$ cat config.mk
export PLATFORM = sky130hd
export DESIGN_NAME = dcm_debug_match
export DESIGN_NICKNAME = d
export VERILOG_FILES = /design/src/verilog/dcm_pkg.sv /design/src/verilog/dcm_match_if.sv /design/src/verilog/dcm_comparator_core.sv /design/src/verilog/dcm_debug_match.sv
export SDC_FILE = /design/constraint.sdc
export NUM_CORES = 1
export LEC_CHECK = 0
export BUFFER_PORTS_ARGS = -buffer_cell sky130_fd_sc_hd__buf_2
export CAP_MARGIN = 20
export CORE_MARGIN = 3
export CORE_UTILIZATION = 46
export CTS_CLUSTER_DIAMETER = 50
export DETAILED_ROUTE_END_ITERATION = 8
export HOLD_SLACK_MARGIN = 0.03
export PLACE_DENSITY = 0.78
export SYNTH_ARGS = -nofsm -noshare
export SYNTH_HDL_FRONTEND = slang
export SYNTH_SLANG_ARGS = --single-unit
export TNS_END_PERCENT = 50
$ cat constraint.sdc
create_clock -name i_clk -period 8.3 [get_ports i_clk]
set_input_delay 0.415 -clock i_clk [delete_from_list [all_inputs] [get_ports i_clk]]
set_output_delay 0.415 -clock i_clk [all_outputs]
set_load 0.03 [all_outputs]
$ cat src/verilog/dcm_pkg.sv
// Package for the debug comparator match block
// Assumes a 16-bit system address bus and a 3-channel comparator set
package dcm_pkg;
    // ------------------------------------------------------------
    // Sizes
    // ------------------------------------------------------------
    localparam int ADDR_W   = 16;
    localparam int DATA_W   = 16;
    localparam int NUM_CH   = 3;
    localparam int CH_A     = 0;
    localparam int CH_B     = 1;
    localparam int CH_C     = 2;
    // ------------------------------------------------------------
    // Encodings
    // ------------------------------------------------------------
    localparam logic DIR_WRITE  = 1'b0;
    localparam logic DIR_READ   = 1'b1;
    localparam logic SIZE_WORD  = 1'b0;
    localparam logic SIZE_BYTE  = 1'b1;
    localparam int         SEQ_W     = 2;
    localparam logic [1:0] SEQ_FINAL = 2'h0;
    // Reset values
    localparam logic [1:0] SEQ_RESET = 2'h1;

    // Per-channel control
    typedef struct packed {
        logic              enable;
        logic              tag;
        logic              direction_compare_en;
        logic              direction_select;
        logic              width_compare_en;
        logic              access_width_select;
        logic              data_compare_en;
        logic [ADDR_W-1:0] addr;
        logic [DATA_W-1:0] data;
    } dcm_ch_cfg_type;

    // Sequencer states
    typedef enum logic [3:0] {
        DCM_ST_IDLE  = 4'b0001,
        DCM_ST_S1    = 4'b0010,
        DCM_ST_S2    = 4'b0100,
        DCM_ST_FINAL = 4'b1000
    } dcm_state_type;
endpackage

$ cat src/verilog/dcm_match_if.sv
// Interface carrying comparator hits from the match core to the top
// Assumes a single clock domain
`timescale 1ns/10ps
interface dcm_match_if;
    logic [dcm_pkg::NUM_CH-1:0] raw_hit;
    logic [dcm_pkg::NUM_CH-1:0] tag_arm;
    modport core (output raw_hit, output tag_arm);
    modport top  (input  raw_hit, input  tag_arm);
endinterface

$ cat src/verilog/dcm_comparator_core.sv
// Combinational comparator set: three channels evaluated in parallel
// Assumes bus signals are valid whenever i_bus_valid is high
`timescale 1ns/10ps
module dcm_comparator_core (
    // Bus
    input  wire logic                          i_bus_valid,
    input  wire logic [dcm_pkg::ADDR_W-1:0]    i_bus_addr,
    input  wire logic [dcm_pkg::DATA_W-1:0]    i_bus_data,
    input  wire logic                          i_bus_read,
    input  wire logic                          i_bus_byte,
    input  wire logic                          i_range_en,
    input  wire logic [dcm_pkg::ADDR_W-1:0]    i_range_hi,
    input  wire dcm_pkg::dcm_ch_cfg_type       i_cfg [dcm_pkg::NUM_CH],
    // Hits
    dcm_match_if.core                          m
);
    // ------------------------------------------------------------
    // Qualifier checks
    // ------------------------------------------------------------
    function automatic logic dir_ok(input logic en, input logic sel, input logic rd);
        dir_ok = !en || (sel == rd);
    endfunction

    always_comb begin
        for (int i = 0; i < dcm_pkg::NUM_CH; i++) begin
            logic addr_hit;
            logic qual;
            addr_hit = (i_bus_addr == i_cfg[i].addr);
            if (i == dcm_pkg::CH_A && i_range_en) begin
                addr_hit = (i_bus_addr >= i_cfg[i].addr) && (i_bus_addr <= i_range_hi);
            end
            qual = dir_ok(i_cfg[i].direction_compare_en, i_cfg[i].direction_select,
                          i_bus_read);
            if (i != dcm_pkg::CH_C && i_cfg[i].width_compare_en) begin
                qual = qual && (i_cfg[i].access_width_select == i_bus_byte);
            end
            if (i == dcm_pkg::CH_A && i_cfg[i].data_compare_en) begin
                qual = qual && (i_bus_data == i_cfg[i].data);
            end
            // Tagged channels use address only; match deferred to execution
            m.tag_arm[i] = i_bus_valid && i_cfg[i].enable && i_cfg[i].tag
                           && (i_bus_addr == i_cfg[i].addr);
            m.raw_hit[i] = i_bus_valid && i_cfg[i].enable && !i_cfg[i].tag
                           && addr_hit && qual;
        end
    end
endmodule // dcm_comparator_core

$ cat src/verilog/dcm_debug_match.sv
// Top of the debug comparator match block with its state sequencer
// Assumes bus and execution-stage strobes are synchronous to i_clk
//
// Functional notes
// - A comparator match can move the state sequencer to another state.
// - Direction enable 0 matches both directions, else select 0 writes and 1 reads.
// - Only comparators A and B have width qualification; C has none.
// - With width compare enabled only the selected access size matches.
// - With opcode tag set a match counts only when the tagged opcode executes.
// - Tagged channels ignore direction, width and data qualifiers.
// - Untagged channels match as soon as the address is on the bus.
// - A match is not rechecked later; each match is taken on its own cycle.
// - Match outputs 0, 1, 2 are comparators A, B, C except in range mode.
// - Without range mode an address match is exact equality.
// - Comparator C ignores a word access at the address one below.
// - A byte-configured B ignores a covering word access.
// - Among simultaneous hits one leading to final wins, else the lowest channel.
// - Range and data comparisons exist on channel 0 only.
`timescale 1ns/10ps
module dcm_debug_match #(
    parameter int TAG_DEPTH = 4
) (
    // Clock and reset
    input  wire logic                          i_clk,
    input  wire logic                          i_rst,
    input  wire logic                          i_ce,
    // System bus
    input  wire logic                          i_bus_valid,
    input  wire logic [dcm_pkg::ADDR_W-1:0]    i_bus_addr,
    input  wire logic [dcm_pkg::DATA_W-1:0]    i_bus_data,
    input  wire logic                          i_bus_read,
    input  wire logic                          i_bus_byte,
    // Opcode tracking
    input  wire logic                          i_exec_valid,
    input  wire logic [dcm_pkg::ADDR_W-1:0]    i_exec_addr,
    // Configuration
    input  wire logic                          i_arm,
    input  wire logic                          i_range_en,
    input  wire logic [dcm_pkg::ADDR_W-1:0]    i_range_hi,
    input  wire dcm_pkg::dcm_ch_cfg_type       i_cfg [dcm_pkg::NUM_CH],
    input  wire logic [dcm_pkg::SEQ_W-1:0]     i_seq_next [4][dcm_pkg::NUM_CH],
    // Status
    output logic [dcm_pkg::NUM_CH-1:0]         o_match,
    output logic [dcm_pkg::NUM_CH-1:0]         o_win,
    output logic [dcm_pkg::SEQ_W-1:0]          o_sequencer_state_control,
    output logic                               o_final
);
    // ------------------------------------------------------------
    // State
    // ------------------------------------------------------------
    typedef struct packed {
        logic [dcm_pkg::NUM_CH-1:0]                   match;
        logic [dcm_pkg::NUM_CH-1:0]                   win;
        logic [dcm_pkg::SEQ_W-1:0]                    seq;
        logic [dcm_pkg::NUM_CH-1:0][TAG_DEPTH-1:0]    tag_valid;
        logic [dcm_pkg::NUM_CH-1:0][TAG_DEPTH-1:0][dcm_pkg::ADDR_W-1:0] tag_addr;
        logic [dcm_pkg::NUM_CH-1:0][$clog2(TAG_DEPTH)-1:0] tag_wp;
    } dcm_st_type;

    dcm_st_type st_reg;
    dcm_st_type st_next;
    dcm_match_if mif ();

    dcm_comparator_core u_core (
        .i_bus_valid (i_bus_valid),
        .i_bus_addr  (i_bus_addr),
        .i_bus_data  (i_bus_data),
        .i_bus_read  (i_bus_read),
        .i_bus_byte  (i_bus_byte),
        .i_range_en  (i_range_en),
        .i_range_hi  (i_range_hi),
        .i_cfg       (i_cfg),
        .m           (mif.core)
    );

    // ------------------------------------------------------------
    // Sequencer code test
    // ------------------------------------------------------------
    function automatic logic is_final(input logic [dcm_pkg::SEQ_W-1:0] code);
        is_final = (code == dcm_pkg::SEQ_FINAL);
    endfunction

    // ------------------------------------------------------------
    // Channel priority
    // ------------------------------------------------------------
    function automatic logic [dcm_pkg::NUM_CH-1:0] lowest_one(
        input logic [dcm_pkg::NUM_CH-1:0] vec
    );
        logic found;
        found      = 1'b0;
        lowest_one = '0;
        for (int i = 0; i < dcm_pkg::NUM_CH; i++) begin
            if (!found && vec[i]) begin
                found         = 1'b1;
                lowest_one[i] = 1'b1;
            end
        end
    endfunction

    // ------------------------------------------------------------
    // Next state
    // ------------------------------------------------------------
    always_comb begin
        logic [dcm_pkg::NUM_CH-1:0] hit;
        logic [dcm_pkg::NUM_CH-1:0] fin_hit;
        logic [dcm_pkg::NUM_CH-1:0] win;
        logic [dcm_pkg::SEQ_W-1:0]  tgt;
        st_next = st_reg;
        hit     = mif.raw_hit;
        fin_hit = '0;
        win     = '0;
        tgt     = st_reg.seq;

        // Tagged opcode reaching execution stage
        for (int i = 0; i < dcm_pkg::NUM_CH; i++) begin
            for (int k = 0; k < TAG_DEPTH; k++) begin
                if (i_exec_valid && st_reg.tag_valid[i][k]
                    && st_reg.tag_addr[i][k] == i_exec_addr) begin
                    hit[i] = 1'b1;
                    st_next.tag_valid[i][k] = 1'b0;
                end
            end
        end

        // Tag capture at fetch; a refill beats a release of the same slot
        for (int i = 0; i < dcm_pkg::NUM_CH; i++) begin
            if (mif.tag_arm[i]) begin
                st_next.tag_valid[i][st_reg.tag_wp[i]] = 1'b1;
                st_next.tag_addr[i][st_reg.tag_wp[i]]  = i_bus_addr;
                st_next.tag_wp[i] = st_reg.tag_wp[i] + 1'b1;
            end
        end

        // Range mode drops channel B
        if (i_range_en) begin
            hit[dcm_pkg::CH_B] = 1'b0;
        end

        // Final-state hits first, then lowest channel
        for (int i = 0; i < dcm_pkg::NUM_CH; i++) begin
            fin_hit[i] = hit[i] && is_final(i_seq_next[st_reg.seq][i]);
        end
        if (fin_hit != '0) begin
            win = lowest_one(fin_hit);
        end else begin
            win = lowest_one(hit);
        end
        for (int i = 0; i < dcm_pkg::NUM_CH; i++) begin
            if (win[i]) begin
                tgt = i_seq_next[st_reg.seq][i];
            end
        end

        // Sequencer step
        st_next.win   = win;
        st_next.match = hit;
        if (!i_arm) begin
            st_next.seq = dcm_pkg::SEQ_RESET;
        end else if (win != '0 && !is_final(st_reg.seq)) begin
            st_next.seq = tgt;
        end
    end

    always_ff @(posedge i_clk or posedge i_rst) begin
        if (i_rst) begin
            st_reg     <= '0;
            st_reg.seq <= dcm_pkg::SEQ_RESET;
        end else if (i_ce) begin
            st_reg <= st_next;
        end
    end

    // ------------------------------------------------------------
    // Outputs
    // ------------------------------------------------------------
    assign o_match                   = st_reg.match;
    assign o_win                     = st_reg.win;
    assign o_sequencer_state_control = st_reg.seq;
    assign o_final                   = is_final(st_reg.seq);
endmodule // dcm_debug_match

# ---- Word level (Yosys, flattened, before mapping)
# Cells that the tools add are included.
dict set report op_classes {
  eq_ne 23
  shift 0
  n_bitwise 4
  reduce_logical 81
  magnitude_cmp 9
  mul 0
  mux 68
  add_sub_neg 3
  div_mod_pow 0
}
# op n
set ops {}
lappend ops {{== test 16 bit} 16}
lappend ops {{bitwise mux 64 bit} 3}
lappend ops {{demux 16 bit (select 2 bit)} 3}
lappend ops {{logical AND 1 bit} 57}
lappend ops {{two-way mux 16 bit} 3}
lappend ops {{two-way mux 1 bit} 44}
lappend ops {{greater-or-equal comparator 16 bit} 1}
lappend ops {{<= comparator 16 bit} 1}
lappend ops {{binary-select mux 6 bit (select 2 bit)} 1}
lappend ops {{two-way mux 4 bit} 3}
lappend ops {{two-way mux 6 bit} 2}
lappend ops {{bitwise OR 4 bit} 3}
lappend ops {{zero test 1 bit} 11}
lappend ops {{two-way mux 2 bit} 5}
lappend ops {{less-than comparator 2 x 3 -> 1 bit (second input constant)} 3}
lappend ops {{zero test 2 bit} 4}
lappend ops {{adder 2 x 1 -> 2 bit (second input constant)} 3}
lappend ops {{demux 1 bit (select 2 bit)} 3}
lappend ops {{greater-or-equal comparator 2 x 1 -> 1 bit (second input constant)} 3}
lappend ops {{AND reduction 2 bit} 3}
lappend ops {{nonzero test 3 bit} 2}
lappend ops {{== test 1 bit} 5}
lappend ops {{!= test 4 x 1 -> 1 bit (second input constant)} 1}
lappend ops {{greater-or-equal comparator 3 bit (second input constant)} 1}
lappend ops {{other kinds (5)} 7}
dict set report word_totals {
  input_bits 214
  latchBits 0
  rom_bits 0
  output_inout_bits 9
  register_bits 218
  mem_count 0
  elab_cells 209
  ram_bits 0
}

# ---- Logic depth before layout (Yosys ltp)
dict set report logic_depth {
  depth_word 27
  ltp_mapped 12
}

# ---- By module
# A second synthesis with hierarchy kept.
dict set report hier_totals {
  cells_unflattened 1058
  hier_area_um2 12549.5
}
# module seq_area_each_um2 n_inst cells_per_inst area_each_um2
set modules_own_cells {}
lappend modules_own_cells {dcm_debug_match 5456.5 1 866 11075.6}
lappend modules_own_cells {dcm_comparator_core 0.0 1 192 1473.9}

# ---- Least setup slack after synthesis
# OpenSTA, ideal clock, no wires.
dict set report synth_timing {
  path_type {input -> register}
  from {in i_bus_addr[0] in the netlist's numbering}
  to {reg st_reg, in the netlist o_sequencer_state_control[1]}
  slack_ns 5.660
  path_stages 11
  t_arrival_ns 2.520
  required_ns 8.180
  path_cell_list {inv_1 -> clkbuf_1 -> ha_1 -> nand4_1 -> nor4_1 -> a2111oi_0 -> a221o_1 -> o211ai_1 -> a221oi_2 -> nand2b_1 -> a31o_1}
}
dict set report synth_via {
  elab_chain_cells 24
}
# item line
set synth_lines {}
lappend synth_lines {{start: declaration} dcm_debug_match.sv:29} ;# input wire logic [dcm_pkg::ADDR_W-1:0] i_bus_addr,
lappend synth_lines {{greater-or-equal comparator 16 bit or <= comparator 16 bit (tied branches)} dcm_comparator_core.sv:30} ;# addr_hit = (i_bus_addr >= i_cfg[i].addr) && (i_bus_addr <= i_range_hi);
lappend synth_lines {{logical AND 1 bit} dcm_comparator_core.sv:30}
lappend synth_lines {{two-way mux 1 bit} dcm_comparator_core.sv:29} ;# if (i == dcm_pkg::CH_A && i_range_en) begin
lappend synth_lines {{logical AND 1 bit (2 in a row)} dcm_comparator_core.sv:44} ;# && addr_hit && qual;
lappend synth_lines {{two-way mux 1 bit (4 in a row)} dcm_debug_match.sv:117} ;# if (i_exec_valid && st_reg.tag_valid[i][k]
lappend synth_lines {{logical AND 1 bit} dcm_debug_match.sv:141} ;# fin_hit[i] = hit[i] && is_final(i_seq_next[st_reg.seq][i]);
lappend synth_lines {{two-way mux 1 bit} dcm_debug_match.sv:93} ;# if (!found && vec[i]) begin
lappend synth_lines {{two-way mux 1 bit} dcm_debug_match.sv:143} ;# if (fin_hit != '0) begin
lappend synth_lines {{[4 not listed]} -}
lappend synth_lines {{zero test 1 bit} dcm_debug_match.sv:93}
lappend synth_lines {{logical AND 1 bit} dcm_debug_match.sv:93}
lappend synth_lines {{two-way mux 1 bit} dcm_debug_match.sv:93}
lappend synth_lines {{two-way mux 3 bit (*)} dcm_debug_match.sv:143}
lappend synth_lines {{nonzero test 3 bit} dcm_debug_match.sv:159} ;# end else if (win != '0 && !is_final(st_reg.seq)) begin
lappend synth_lines {{logical AND 1 bit} dcm_debug_match.sv:159}
lappend synth_lines {{!= test 2 x 1 -> 1 bit (no line)} -}
lappend synth_lines {{AND reduction 3 bit (no line)} -}
lappend synth_lines {{end signal: assignment} dcm_debug_match.sv:169} ;# st_reg <= st_next;
lappend synth_lines {{end: declaration} dcm_debug_match.sv:60} ;# dcm_st_type st_reg;
# Mark *: on every way between the ends. The rest lies on a longest branch, timed or not. The select of a mux whose other input is x is not followed.
# A chain may end at the register's enable or synchronous reset.

# ---- Worst setup path in the final report
dict set report layout_timing {
  from {in i_bus_addr[0] in the netlist's numbering}
  to {reg st_reg[63] in the netlist's numbering}
}
dict set report layout_via {
  elab_chain_cells 3
}
# item line
set layout_lines {}
lappend layout_lines {{== test 16 bit} dcm_comparator_core.sv:42} ;# && (i_bus_addr == i_cfg[i].addr);
lappend layout_lines {{logical AND 1 bit} dcm_comparator_core.sv:42}
lappend layout_lines {{AND reduction 2 bit (no line)} -}
# Every way passes these cells.

==> impl_metrics.csv <==
group,metric,value,unit
run_status,outcome,"finished clean",
worst_setup_path,r2r-start,"st_reg[50]$_DFFE_PP0P_",
logic_synthesis,ys_seq_area_frac,0.4384,
timing,finalCriticalPeriod,3525,ps
logic_synthesis,ys_ff_latch,218,
place,dp_cells,1528,
final_layout,fin_cells,1566,
logic_synthesis,synthDistinctLibCells,53,
logic_synthesis,syn_inst,1065,
drt,vias_per_cell,5.712,
worst_setup_path,crit_path_end,"st_reg[63]$_DFFE_PP0P_",
drt,wl,34.98,mm
global_route,grt_pass1_vias,9121,
power_and_ir_drop,leakagePower,0.007185,µW
die,fp.dieArea,0.02907,mm²
timing,tns,0,ps
place,hpwl,22.39,mm
place,place.gp.congestion,0.8153,
timing,rsz0062_at_grt,"false",
worst_setup_path,arrival,3900,ps
final_layout,postLayoutCoreUtil,0.5389,
clock_network,cts_max_path_buffers,3,
timing,finalHoldViolations,0,
worst_setup_path,r2r_setup_slack,5580,ps
clock_network,cts_setup_buffers,0,
die,core_area,0.02635,mm²
global_route,grt-ovfl-total,0,
timing,period_share,0.4247,
logic_synthesis,syn_area_per_cell,11.69,µm²
global_route,grt_start_max_net_pins,142,
worst_setup_path,startpoint,"i_bus_addr[0]",
timing,fmax,283.7,MHz
drt,firstDrtPassIters,5,
power_and_ir_drop,power.density,164.8,mW/mm²
logic_synthesis,synth_ff_type,"dfrtp_1",
drt,drc_errors,0,
global_route,grt_usage,0.2368,
final_layout,synthToLayoutAreaGrowth,14.10,%
clock_network,post_cts_resized,0,
worst_setup_path,cp-end-kind,"register",
final_layout,largest_reg_flops,210,
clock_network,cts_buffers,23,
drt,first_iter_violations,536,
timing,final_max_slew_viol_count,0,
drt,ant_nets,0,
drt,routed-via-count,8945,
clock_network,holdBufCountCts,0,
logic_synthesis,syn_nets,1323,
die,die_h,170.5,µm
die,start_util,0.4723,
logic_synthesis,yosys_warnings,0,
logic_synthesis,synth_edf_count,0,
die,fp.dieW,170.5,µm
worst_setup_path,crit_type,"input port to register",
final_layout,num_antenna_cells,0,
final_layout,drive_gt1_frac,0.3501,
logic_synthesis,netlist_area,0.01245,mm²
flow_run,maxCapViolCount,0,
worst_setup_path,r2r_cells,9,
timing,relSlewSlack,0.3407,
die,boundaryPins,223,
timing,worstMarginPinSlew,964.0,ps
final_layout,n_fill_cell,2182,
power_and_ir_drop,irDropWorstVdd,0.0001149,V
place,port_buffers,186,
clock_network,cts_tree,"built",
logic_synthesis,async_flop_share,1.000,
die,row_count,59,
clock_network,clkLatencyLatePin,500,ps
global_route,grt_pass1_wl,52.07,mm
worst_setup_path,crit_required,8680,ps
worst_setup_path,reg2reg_to,"o_sequencer_state_control[1]$_DFFE_PP0P_",
hold_path,hp-class,"input port to asynchronous set/reset pin",
clock_network,clk_pin_slew_worst_paths,60,ps
drt,routedWlPerCell,22.33,µm
timing,setup_viol,0,
worst_setup_path,worst-path-max-fanout,18,
clock_network,root_buffer,"clkbuf_16",
global_route,antenna_found_initial,1,
timing,finClkSkew,11.63,ps
clock_network,htree_levels,1,
worst_setup_path,critPathLaunchType,"input port",
clock_network,cts_num_sinks,218,
final_layout,final_nets,1476,
-- synthesized netlist by cell type (all sizes together) (2+ instances only) --
library cell / count / area (µm²)
nor4: 33 / 227.7
a21oi: 11 / 55.05
xnor2: 112 / 980.9
nor2: 13 / 48.80
inv: 42 / 157.7
a211o: 3 / 26.28
a221oi: 3 / 32.53
or2: 3 / 18.77
a21o: 7 / 52.55
a31oi: 3 / 18.77
o21ai: 23 / 118.9
ha: 44 / 550.5
clkbuf: 23 / 86.33
xor2: 136 / 1191
mux4: 6 / 135.1
dfrtp: 217 / 5430
a2111oi: 3 / 45.05
nand3b: 3 / 22.52
o21bai: 3 / 22.52
nand2: 54 / 222.7
nand3: 24 / 120.1
mux2: 182 / 2049
or4: 2 / 15.01
nand4: 38 / 237.7
nand2b: 3 / 18.77
nor3: 13 / 65.06
a21boi: 2 / 15.01
o31ai: 3 / 22.52
buf: 36 / 265.3
nor2b: 2 / 12.51
o211ai: 4 / 30.03
-- report_power, final --
group	internal (µW)	switching, µW
clock network	616	404
logic	91.6	166
registers	1060	0.645
total	1770	570
-- worst min path at each step --
stage / endpoint / slack [ps] / cells past startpoint
6_report: st_reg[42]$_DFFE_PP0P_ / 130 / 2
5_1_grt: st_reg[44]$_DFFE_PP0P_ / 220 / 2
4_1_cts: st_reg[44]$_DFFE_PP0P_ / 190 / 2
3_5_place_dp: st_reg[199]$_DFFE_PP0P_ / 460 / 2
3_3_place_gp: st_reg[208]$_DFFE_PP0P_ / 450 / 2
2_1_floorplan: st_reg[208]$_DFFE_PP0P_ / 440 / 2
-- placed cells by master, fill, tap and decap left out, types with 4 or more instances in the layout --
cell         n
xor2_1     136
mux4_2       6
dfrtp_1    217
clkbuf_16   23
xnor2_1    112
a21o_1       7
nand2_1     46
o211ai_1     4
clkinv_2     6
nand3_1     24
nand4_1     38
nand2_2      8
o21ai_0     22
mux2_2     182
nor3_1      13
nor4_1      31
nor2_1      13
buf_2      186
a21oi_1     11
ha_1        44
inv_1       41
-- logic make-up (layout without fill, tap and decap cells) --
family                   Yosys count  after routing  share of synthesized area
flip-flops                       218            218                     0.4384
adder cells (fa/ha/maj)           44             44                    0.04423
multiplexers                     188            188                     0.1755
AND/OR/NAND/NOR                  190            190                    0.08283
AO/OA/AOI/OAI                     76             76                    0.04363
XOR/XNOR                         248            248                     0.1745
buffers and inverters            101            267                    0.04091
-- metrics by stage --
stage / power (µW) / worst slack (ps) / hold slack [ps] / instance area, µm²
after floorplan: 1226 / 1922 / 437.7 / 12450
after global placement: 1333 / 4407 / 449.2 / 13460
after detailed placement: 1337 / 4376 / 461.5 / 13460
after CTS: 2355 / 4868 / 187.8 / 14200
after global routing: 2418 / 4605 / 223.8 / 14200
final: 2341 / 4775 / 131.7 / 14200
-- worst max-delay path: stages --
cell	delay, ps
buf_2	190
inv_1	360
ha_1	430
nand4_1	90
nor4_1	550
inv_1	90
nor2_1	620
nand2_1	660
mux2_2	470
-- layer usage --
layer | part of all wire | global-route usage | wire length (µm)
met1 | 0.39 | 0.2908 | 13580
met2 | 0.49 | 0.4140 | 17100
met3 | 0.077 | 0.03327 | 2689
met4 | 0.046 | 0.1101 | 1600
met5 | 0.00031 | 0 | 11
-- cell type report --
type | instances | area, µm² | share of cell area
Clock inverter | 10 | 127.6 | 0.008986
Multi-Input combinational cell | 746 | 6481 | 0.4563
Clock buffer | 28 | 614.3 | 0.04326
Inverter | 42 | 165.2 | 0.01163
Timing Repair Buffer | 187 | 938.4 | 0.06607
Sequential cell | 218 | 5456 | 0.3842
Tap cell | 335 | 419.2 | 0.02951
Power figures use the tool's default switching activity.
